**src/rtl/pem_pkg.sv**
```systemverilog
// constants, codes and register map of the process event i/o mapper
package pem_pkg;
  // register byte offsets
  localparam logic [7:0] A_CTRL = 8'h00;
  localparam logic [7:0] A_STAT = 8'h04;
  localparam logic [7:0] A_PWAIT = 8'h08;
  localparam logic [7:0] A_TSP = 8'h0C;
  localparam logic [7:0] A_FMIN = 8'h10;
  localparam logic [7:0] A_FMAX = 8'h14;
  localparam logic [7:0] A_MAN = 8'h18;
  localparam logic [7:0] A_RLY = 8'h1C;
  localparam logic [7:0] A_INP = 8'h20;
  // map windows: addr[7:6] selects, addr[5:2] is the channel
  localparam logic [1:0] W_IMAP = 2'h1;
  localparam logic [1:0] W_RMAP = 2'h2;
  // field positions
  localparam int C_MULTI = 0;
  localparam int C_SETUP = 1;
  localparam int S_PERR = 0;
  localparam int S_FERR = 1;
  localparam int S_BUSY = 2;
  localparam int S_EXP = 3;
  // reset values
  localparam logic [15:0] PWAIT_RST = 16'h03E8;
  localparam logic [23:0] TSP_RST = 24'h000000;
  localparam logic [23:0] FMIN_RST = 24'h000000;
  localparam logic [23:0] FMAX_RST = 24'hFFFFFF;
  // timing: 1 ms wait-counter tick and the 1 s crystal move pulse
  localparam int CLK_NS = 4;
  localparam int TICK_NS = 1000000;
  localparam int MOVE_MS = 1000;
  localparam int MS_CYC = TICK_NS / CLK_NS;
  localparam int MOVE_CYC = MOVE_MS * MS_CYC;
  typedef enum logic [3:0] {
    IE_NONE = 4'h0, IE_START = 4'h1, IE_ABORT = 4'h2, IE_LSTART = 4'h3,
    IE_LSTOP = 4'h4, IE_LNEXT = 4'h5, IE_FINAL = 4'h6, IE_PROC = 4'h7,
    IE_SOAK = 4'h8, IE_ZTHK = 4'h9, IE_ZTIME = 4'hA, IE_PRDY = 4'hB,
    IE_XRDY = 4'hC
  } pem_iev_t;
  typedef enum logic [4:0] {
    RE_NONE = 5'h00, RE_SRCSH = 5'h01, RE_SNSSH = 5'h02, RE_SFAIL = 5'h03,
    RE_AGOOD = 5'h04, RE_AFAIL = 5'h05, RE_HOLD = 5'h06, RE_DEP = 5'h07,
    RE_PRECOND = 5'h08, RE_SOAKH = 5'h09, RE_ACTIVE = 5'h0A, RE_MANUAL = 5'h0B,
    RE_MAXP = 5'h0C, RE_STOPPED = 5'h0D, RE_TSP = 5'h0E, RE_THK = 5'h0F,
    RE_FINAL = 5'h10, RE_DUAL = 5'h11, RE_MOVE = 5'h12, RE_POCKET = 5'h13
  } pem_rev_t;
  typedef enum logic [3:0] {
    PH_STOP = 4'h0, PH_HOLD = 4'h1, PH_RAMP1 = 4'h2, PH_SOAK1 = 4'h3,
    PH_RAMP2 = 4'h4, PH_SOAK2 = 4'h5, PH_SHDLY = 4'h6, PH_DEP = 4'h7,
    PH_SOAKHOLD = 4'h8, PH_POST = 4'h9
  } pem_phase_t;
  typedef enum logic [0:0] {PK_IDLE = 1'b0, PK_WAIT = 1'b1} pem_pk_t;
endpackage : pem_pkg

```
**src/rtl/pem_io_mapper.sv**
```systemverilog
// process event i/o mapper: input events, relay events, pocket sequencing
module pem_io_mapper #(
  parameter int MS_CYC = pem_pkg::MS_CYC,
  parameter int MOVE_CYC = pem_pkg::MOVE_CYC
) (
  // clock and reset
  input wire logic pclk,
  input wire logic presetn,
  // apb slave
  input wire logic [7:0] paddr,
  input wire logic psel,
  input wire logic penable,
  input wire logic pwrite,
  input wire logic [31:0] pwdata,
  output logic [31:0] prdata,
  output logic pready,
  output logic pslverr,
  // pins
  input wire logic [15:0] in_pin,
  input wire logic exp_pin,
  output logic [15:0] relay_o,
  // process state from the controller core
  input wire logic [3:0] phase,
  input wire logic manual_mode,
  input wire logic max_power,
  input wire logic [3:0] sns_fail,
  input wire logic [3:0] layer_sns,
  input wire logic [3:0] film_out,
  input wire logic [3:0] film_sns,
  input wire logic thk_reached,
  input wire logic final_reached,
  input wire logic layer_started,
  input wire logic pocket_go,
  input wire logic [3:0] pocket_num,
  input wire logic [3:0] move_req,
  input wire logic freq_vld,
  input wire logic [23:0] freq_val,
  // events to the controller core
  output logic ev_start,
  output logic ev_abort,
  output logic ev_lstart,
  output logic ev_lstop,
  output logic ev_lnext,
  output logic ev_final,
  output logic ev_proc,
  output logic [4:0] proc_idx,
  output logic ev_zthk,
  output logic ev_ztime,
  output logic soak_hold,
  output logic xtal_ready,
  output logic dep_go
);
  typedef struct packed {
    logic [15:0] s1, s2, s3;
    logic x1, x2;
    logic [1:0] ctrl;
    logic perr, ferr;
    logic [15:0] pwait;
    logic [23:0] tsp, fmin, fmax;
    logic [15:0] man;
    logic [15:0][8:0] imap;
    logic [15:0][7:0] rmap;
    pem_pkg::pem_pk_t pst;
    logic [15:0] pcnt;
    logic [3:0] pocket;
    logic pk_on;
    logic [17:0] tick;
    logic [23:0] dcnt;
    logic thk, fin;
    logic [3:0][27:0] mv;
    logic [15:0] relay;
    logic [9:0] ev;
    logic [4:0] idx;
    logic go;
    logic [31:0] rd;
    logic err;
  } pem_st_t;

  pem_st_t st_r, st_nxt;

  // only the map windows and the fixed words answer; the rest is an error
  function automatic logic mapped(input logic [7:0] a);
    mapped = (a[1:0] == 2'h0) && (a[7:6] == pem_pkg::W_IMAP ||
      a[7:6] == pem_pkg::W_RMAP || a <= pem_pkg::A_INP);
  endfunction : mapped

  function automatic logic in_rng(input logic [23:0] v, input logic [23:0] lo,
                                  input logic [23:0] hi);
    in_rng = (v >= lo) && (v <= hi);
  endfunction : in_rng

  logic [15:0] en, rise, lvl;
  logic tick, dep, prdy_map, prdy, wr, rdsel, abort_now, perr_set, ferr_set;
  logic [3:0] ch;
  logic [3:0] iev;
  logic [4:0] rev;
  logic [2:0] sel;
  logic v;

  assign pready = 1'b1;
  assign prdata = st_r.rd;
  assign pslverr = st_r.err;
  assign relay_o = st_r.relay;
  assign {ev_start, ev_abort, ev_lstart, ev_lstop, ev_lnext, ev_final,
          ev_proc, ev_zthk, ev_ztime, soak_hold} = st_r.ev;
  assign proc_idx = st_r.idx;
  assign dep_go = st_r.go;
  assign xtal_ready = |(lvl & st_r.s2);

  always_comb begin
    st_nxt = st_r;
    // upper bank only with the expansion strap present
    en = st_r.x2 ? 16'hFFFF : 16'h00FF;
    rise = st_r.s2 & ~st_r.s3 & en;
    lvl = 16'h0000;
    prdy_map = 1'b0;
    prdy = 1'b0;
    perr_set = 1'b0;
    ferr_set = 1'b0;
    st_nxt.s1 = in_pin;
    st_nxt.s2 = st_r.s1;
    st_nxt.s3 = st_r.s2;
    st_nxt.x1 = exp_pin;
    st_nxt.x2 = st_r.x1;
    st_nxt.ev = 10'h000;
    st_nxt.go = 1'b0;
    for (int i = 0; i < 16; i++) begin
      iev = st_r.imap[i][3:0];
      if (rise[i]) begin
        case (iev)
          pem_pkg::IE_START: st_nxt.ev[9] = 1'b1;
          pem_pkg::IE_ABORT: st_nxt.ev[8] = 1'b1;
          pem_pkg::IE_LSTART: st_nxt.ev[7] = 1'b1;
          pem_pkg::IE_LSTOP: st_nxt.ev[6] = 1'b1;
          pem_pkg::IE_LNEXT: st_nxt.ev[5] = 1'b1;
          pem_pkg::IE_FINAL: st_nxt.ev[4] = 1'b1;
          pem_pkg::IE_ZTHK: st_nxt.ev[2] = 1'b1;
          pem_pkg::IE_ZTIME: st_nxt.ev[1] = 1'b1;
          pem_pkg::IE_PROC: begin
            // an index outside 1..25 launches nothing
            if (st_r.imap[i][8:4] >= 5'h01 && st_r.imap[i][8:4] <= 5'h19) begin
              st_nxt.ev[3] = 1'b1;
              st_nxt.idx = st_r.imap[i][8:4];
            end
          end
          default: ;
        endcase
      end
      if (en[i] && iev == pem_pkg::IE_SOAK && st_r.s2[i])
        st_nxt.ev[0] = 1'b1;
      if (en[i] && iev == pem_pkg::IE_XRDY)
        lvl[i] = 1'b1;
      if (en[i] && iev == pem_pkg::IE_PRDY) begin
        prdy_map = 1'b1;
        prdy = prdy | st_r.s2[i];
      end
    end
    abort_now = st_nxt.ev[8];

    // millisecond tick for the pocket wait
    tick = (st_r.tick == 18'(MS_CYC - 1));
    st_nxt.tick = tick ? 18'h00000 : st_r.tick + 18'h00001;

    // pocket sequencing; soak hold postpones the deposition start
    case (st_r.pst)
      pem_pkg::PK_IDLE: begin
        if (pocket_go) begin
          st_nxt.pocket = pocket_num;
          st_nxt.pk_on = 1'b1;
          st_nxt.pcnt = 16'h0000;
          st_nxt.pst = pem_pkg::PK_WAIT;
        end
      end
      pem_pkg::PK_WAIT: begin
        if (tick && st_r.pcnt != 16'hFFFF)
          st_nxt.pcnt = st_r.pcnt + 16'h0001;
        if (abort_now) begin
          st_nxt.pst = pem_pkg::PK_IDLE;
        end else if (prdy_map) begin
          if (prdy && !st_r.ev[0]) begin
            st_nxt.go = 1'b1;
            st_nxt.pst = pem_pkg::PK_IDLE;
          end else if (st_r.pcnt >= st_r.pwait) begin
            st_nxt.perr = 1'b1;
            perr_set = 1'b1;
            st_nxt.pst = pem_pkg::PK_IDLE;
          end
        end else if (st_r.pcnt >= st_r.pwait && !st_r.ev[0]) begin
          st_nxt.go = 1'b1;
          st_nxt.pst = pem_pkg::PK_IDLE;
        end
      end
      default: st_nxt.pst = pem_pkg::PK_IDLE;
    endcase
    if (phase == pem_pkg::PH_STOP || abort_now)
      st_nxt.pk_on = 1'b0;

    // deposit-phase timer for the time setpoint, cleared by zero time
    dep = (phase == pem_pkg::PH_DEP);
    if (!dep || st_r.ev[1])
      st_nxt.dcnt = 24'h000000;
    else if (tick && st_r.dcnt != 24'hFFFFFF)
      st_nxt.dcnt = st_r.dcnt + 24'h000001;

    // latched thickness relays; a new reach beats the layer-start clear
    if (layer_started) begin
      st_nxt.thk = 1'b0;
      st_nxt.fin = 1'b0;
    end
    if (thk_reached)
      st_nxt.thk = 1'b1;
    if (final_reached)
      st_nxt.fin = 1'b1;

    for (int h = 0; h < 4; h++) begin
      if (move_req[h])
        // full count: the relay stands exactly MOVE_CYC cycles
        st_nxt.mv[h] = 28'(MOVE_CYC);
      else if (st_r.mv[h] != 28'h0000000)
        st_nxt.mv[h] = st_r.mv[h] - 28'h0000001;
    end

    if (freq_vld && !in_rng(freq_val, st_r.fmin, st_r.fmax)) begin
      st_nxt.ferr = 1'b1;
      ferr_set = 1'b1;
    end

    for (int r = 0; r < 16; r++) begin
      rev = st_r.rmap[r][4:0];
      sel = st_r.rmap[r][7:5];
      case (rev)
        pem_pkg::RE_SRCSH: v = dep && film_out[sel[1:0]];
        pem_pkg::RE_SNSSH: v = (dep || phase == pem_pkg::PH_SHDLY) &&
                              film_sns[sel[1:0]];
        pem_pkg::RE_SFAIL: v = sns_fail[sel[1:0]];
        pem_pkg::RE_AGOOD: v = |layer_sns && !(|(layer_sns & sns_fail));
        pem_pkg::RE_AFAIL: v = |layer_sns && ((layer_sns & sns_fail) == layer_sns);
        pem_pkg::RE_HOLD: v = (phase == pem_pkg::PH_HOLD);
        pem_pkg::RE_DEP: v = dep;
        pem_pkg::RE_PRECOND: v = (phase >= pem_pkg::PH_RAMP1 &&
                                  phase <= pem_pkg::PH_SOAK2);
        pem_pkg::RE_SOAKH: v = (phase == pem_pkg::PH_SOAKHOLD);
        pem_pkg::RE_ACTIVE: v = (phase != pem_pkg::PH_STOP &&
                                 phase != pem_pkg::PH_HOLD);
        pem_pkg::RE_STOPPED: v = (phase == pem_pkg::PH_STOP ||
                                  phase == pem_pkg::PH_HOLD);
        pem_pkg::RE_MANUAL: v = manual_mode && phase != pem_pkg::PH_STOP;
        pem_pkg::RE_MAXP: v = max_power;
        pem_pkg::RE_TSP: v = dep && st_r.dcnt >= st_r.tsp;
        pem_pkg::RE_THK: v = st_r.thk;
        pem_pkg::RE_FINAL: v = st_r.fin;
        pem_pkg::RE_DUAL: v = sns_fail[0];
        pem_pkg::RE_MOVE: v = (st_r.mv[sel[1:0]] != 28'h0000000);
        pem_pkg::RE_POCKET: begin
          if (st_r.ctrl[pem_pkg::C_MULTI])
            v = st_r.pk_on && sel <= 3'h3 && st_r.pocket[sel[1:0]];
          else
            v = st_r.pk_on && (st_r.pocket == {1'b0, sel} + 4'h1);
        end
        default: v = 1'b0;
      endcase
      st_nxt.relay[r] = v && en[r];
    end
    // manual toggling; leaving setup falls straight back to the events
    if (st_r.ctrl[pem_pkg::C_SETUP])
      st_nxt.relay = st_r.man & en;

    // apb: read data and error are prepared in the setup cycle
    ch = paddr[5:2];
    rdsel = psel && !penable;
    wr = psel && penable && pwrite && mapped(paddr);
    if (rdsel) begin
      st_nxt.err = !mapped(paddr);
      st_nxt.rd = 32'h00000000;
      case (paddr)
        pem_pkg::A_CTRL: st_nxt.rd[1:0] = st_r.ctrl;
        pem_pkg::A_STAT: st_nxt.rd[3:0] = {st_r.x2, st_r.pst == pem_pkg::PK_WAIT,
                                           st_r.ferr, st_r.perr};
        pem_pkg::A_PWAIT: st_nxt.rd[15:0] = st_r.pwait;
        pem_pkg::A_TSP: st_nxt.rd[23:0] = st_r.tsp;
        pem_pkg::A_FMIN: st_nxt.rd[23:0] = st_r.fmin;
        pem_pkg::A_FMAX: st_nxt.rd[23:0] = st_r.fmax;
        pem_pkg::A_MAN: st_nxt.rd[15:0] = st_r.man;
        pem_pkg::A_RLY: st_nxt.rd[15:0] = st_r.relay;
        pem_pkg::A_INP: st_nxt.rd[15:0] = st_r.s2 & en;
        default: begin
          if (paddr[7:6] == pem_pkg::W_IMAP)
            st_nxt.rd[8:0] = st_r.imap[ch];
          else if (paddr[7:6] == pem_pkg::W_RMAP)
            st_nxt.rd[7:0] = st_r.rmap[ch];
        end
      endcase
    end
    if (wr) begin
      case (paddr)
        pem_pkg::A_CTRL: st_nxt.ctrl = pwdata[1:0];
        pem_pkg::A_STAT: begin
          // write one to clear; an error raised this cycle survives
          if (pwdata[pem_pkg::S_PERR] && !perr_set)
            st_nxt.perr = 1'b0;
          if (pwdata[pem_pkg::S_FERR] && !ferr_set)
            st_nxt.ferr = 1'b0;
        end
        pem_pkg::A_PWAIT: st_nxt.pwait = pwdata[15:0];
        pem_pkg::A_TSP: st_nxt.tsp = pwdata[23:0];
        pem_pkg::A_FMIN: st_nxt.fmin = pwdata[23:0];
        pem_pkg::A_FMAX: st_nxt.fmax = pwdata[23:0];
        pem_pkg::A_MAN: st_nxt.man = pwdata[15:0];
        default: begin
          if (paddr[7:6] == pem_pkg::W_IMAP)
            st_nxt.imap[ch] = pwdata[8:0];
          else if (paddr[7:6] == pem_pkg::W_RMAP)
            st_nxt.rmap[ch] = pwdata[7:0];
        end
      endcase
    end
  end

  always_ff @(posedge pclk or negedge presetn) begin
    if (!presetn) begin
      st_r <= '0;
      st_r.pwait <= pem_pkg::PWAIT_RST;
      st_r.tsp <= pem_pkg::TSP_RST;
      st_r.fmin <= pem_pkg::FMIN_RST;
      st_r.fmax <= pem_pkg::FMAX_RST;
    end else begin
      st_r <= st_nxt;
    end
  end
endmodule : pem_io_mapper

```
**config.mk**
```make
export PLATFORM = sky130hd
export DESIGN_NAME = pem_io_mapper
export DESIGN_NICKNAME = d
export VERILOG_FILES = /design/src/rtl/pem_pkg.sv /design/src/rtl/pem_io_mapper.sv
export SDC_FILE = /design/constraint.sdc
export NUM_CORES = 2
export LEC_CHECK = 0
export BUFFER_PORTS_ARGS = -buffer_cell sky130_fd_sc_hd__buf_2
export CAP_MARGIN = 5
export CORE_AREA = 2 2 338 340
export CTS_CLUSTER_SIZE = 40
export DETAILED_ROUTE_END_ITERATION = 16
export DIE_AREA = 0 0 340 342
export MAX_ROUTING_LAYER = met4
export PLACE_DENSITY = 0.62
export SLEW_MARGIN = 20
export SYNTH_ARGS = -nofsm -noshare
export SYNTH_HDL_FRONTEND = slang
export SYNTH_SLANG_ARGS = --single-unit
```
**constraint.sdc**
```tcl
create_clock -name pclk -period 3.17 [get_ports pclk]
set_input_delay 0.1585 -clock pclk [delete_from_list [all_inputs] [get_ports pclk]]
set_output_delay 0.1585 -clock pclk [all_outputs]
set_load 0.05 [all_outputs]
```
==> flow_summary.json <==
{
  "ys_ff_latch": 665,
  "die_x_um": 340,
  "synth_ff_type": "dfrtp_1",
  "yosysWarnings": 0,
  "grt_pass1_vias": 35200,
  "final-setup-viol-count": 0,
  "antenna_found_initial": 11,
  "synthDistinctLibCells": 89,
  "drt-total-wl_um": 151000,
  "firstDrtPassIters": 8,
  "cts_buffers": 78,
  "syn_area_sq_um": 42600,
  "avgViaCountPerCell": 6.07,
  "grt_overflow": 0,
  "cts_tree": "done",
  "fin_util": 0.435,
  "synth_edf_count": 0,
  "routabilityCongestion": 0.982,
  "finalCritPeriodShare": 0.957,
  "max-vdd-ir-drop_v": 0.000343,
  "vias": 36900,
  "final_nets": 4753,
  "post_cts_buffers": 0,
  "rows": 124,
  "die-area_sq_um": 116000,
  "wl_per_cell_um": 24.9,
  "ys_async_sr_fraction": 1.00,
  "final_max_slew_viol_count": 0,
  "areaGrowthSynthToFinish_pct": 15.5,
  "clock-root-buffer": "clkbuf_16",
  "tns_ns": 0,
  "fmaxAchievable_mhz": 330,
  "endpoint_kind": "flip-flop",
  "worstPathRequired_ns": 3.72,
  "max_slew_margin": 0.204,
  "rsz0062_at_grt": "false",
  "io_pins": 188,
  "hpwl_um": 111000,
  "coreArea_sq_um": 113000,
  "grt_use_total": 0.264,
  "clkTransAtPathRegs_ns": 0.06,
  "placed_cell_area_sq_um": 45900,
  "clk_latency_ns": 0.67,
  "cp-start-kind": "flip-flop",
  "p_leak_nw": 21.3,
  "initial_core_util": 0.377,
  "clock_sinks": 665,
  "avgSynthCellArea_sq_um": 9.88,
  "grt_max_degree": 114,
  "portBuffers": 170,
  "cp_data_arrival_time_ns": 3.58,
  "min_period_ns": 3.03,
  "netlist_instances": 4316,
  "drive_above_1_share": 0.236,
  "drtIter0Drc": 4907,
  "hp-class": "in2reg",
  "antenna_left": 0,
  "htree_levels": 3,
  "tightestPinTransition_ns": 1.19,
  "fin_skew_ns": 0.0431,
  "fin_area_sq_um": 49200,
  "drc": 0,
  "outcome": "complete, no violations",
  "clockBufferDepth": 3,
  "grt_pass1_wl_um": 228000,
  "critPathMaxFanout": 16,
  "maxCapViolCount": 0,
  "hold_viol": 0,
  "seq_area_frac_synth": 0.391,
  "die_y_um": 342,
  "critPathKind": "reg2reg",
  "p_per_area_nw_per_um2": 452
}
critical path, stage by stage, from the launching register on:
cell and delay (ns):
dfrtp_1 0.42, or4_4 0.57, or4_1 0.58, nor3_2 0.23
buf_4 0.27, a2111oi_0 0.15, a31oi_1 0.17, a2111oi_0 0.16
o32a_1 0.37
synth_stat cells (all sizes together), types with 106 or more instances:
cell | number | area (sq um)
mux2 | 303 | 3410
dfrtp | 635 | 15900
o21ai | 268 | 1340
mux4 | 156 | 3510
clkbuf | 252 | 946
inv | 160 | 601
nor2 | 284 | 1070
nand3 | 144 | 721
ha | 131 | 1640
buf | 106 | 631
nand2 | 364 | 1370
nor3 | 125 | 641
a21oi | 132 | 661
power breakdown:
| part | switching [mW] | internal (mW) |
|---|---|---|
| logic | 1.83 | 1.19 |
| registers | 0.510 | 8.77 |
| clock network | 3.92 | 6.05 |
through the flow:
step | std cells | hold WS, ns | setup WS [ns] | power [mW]
after floorplan | 4323 | -0.137 | 0.397 | 11.1
after global placement | 5885 | 0.222 | 0.211 | 12.3
after detailed placement | 5885 | 0.233 | 0.196 | 12.3
after CTS | 6075 | 0.0350 | 0.164 | 22.4
after global routing | 6082 | 0.0377 | 0.0275 | 23.1
final | 6084 | 0.0342 | 0.136 | 22.3
timing repair:
action / CTS / global route
setup endpoints to repair: 0 / 2
hold endpoints to repair: 246 / 0
gates resized for setup: 0 / 2
hold buffers: 48 / 0
area by class of cell:
cell class                      instances  area, sq um
Fill cell                           10700        63900
Multi-Input combinational cell       3140        23900
Sequential cell                       665        16700
Timing Repair Buffer                  456         3380
Clock buffer                          107         2200
Tap cell                             1512         1890
Clock inverter                         35          624
Inverter                              160          601
Antenna cell                            9         22.5
layout by cell type, fill, tap and decap left out, drive strengths merged, types with 125 or more instances in the layout:
| cell type | count |
|---|---|
| dfrtp | 635 |
| buf | 408 |
| nand2 | 364 |
| mux2 | 303 |
| nor2 | 284 |
| o21ai | 268 |
| inv | 163 |
| mux4 | 156 |
| nand3 | 144 |
| a21oi | 132 |
| ha | 131 |
| nor3 | 125 |
final timing paths:
path / from / to / slack (ns) / cells after the start
worst min register to register: st_nxt[649]$_DFF_PN0_ / st_nxt[633]$_DFF_PN0_ / 0.35 / 0
max in group asynchronous: presetn / st_r[174]$_DFFE_PN0P_ / 1.88 / 3
worst max register to register: st_r[140]$_DFFE_PN0P_ / relay_o[6]$_DFF_PN0_ / 0.14 / 8
worst min-delay path: pwdata[4] / st_r[535]$_DFFE_PN1P_ / 0.03 / 3
worst max-delay path: st_r[140]$_DFFE_PN0P_ / relay_o[6]$_DFF_PN0_ / 0.14 / 8
min in group asynchronous: presetn / st_r[626]$_DFF_PN0_ / 0.11 / 2
per-layer routing:
layer  routed length (um)  share of wire  GRT usage
met5                    0              0          -
met4                 8940          0.059      0.135
met3                13900          0.092     0.0504
met2                66700           0.44      0.391
met1                61900           0.41      0.345
kinds of logic after synthesis:
family	after synthesis	synth area share
flops	665	0.391
xor+xnor	170	0.0349
other cells	2	0.000176
buf+inv	518	0.0511
simple gates	1498	0.184
mux	494	0.171
fa+ha+maj	131	0.0384
compound gates	838	0.130
Note: power is estimated with default switching activity, not from simulation.
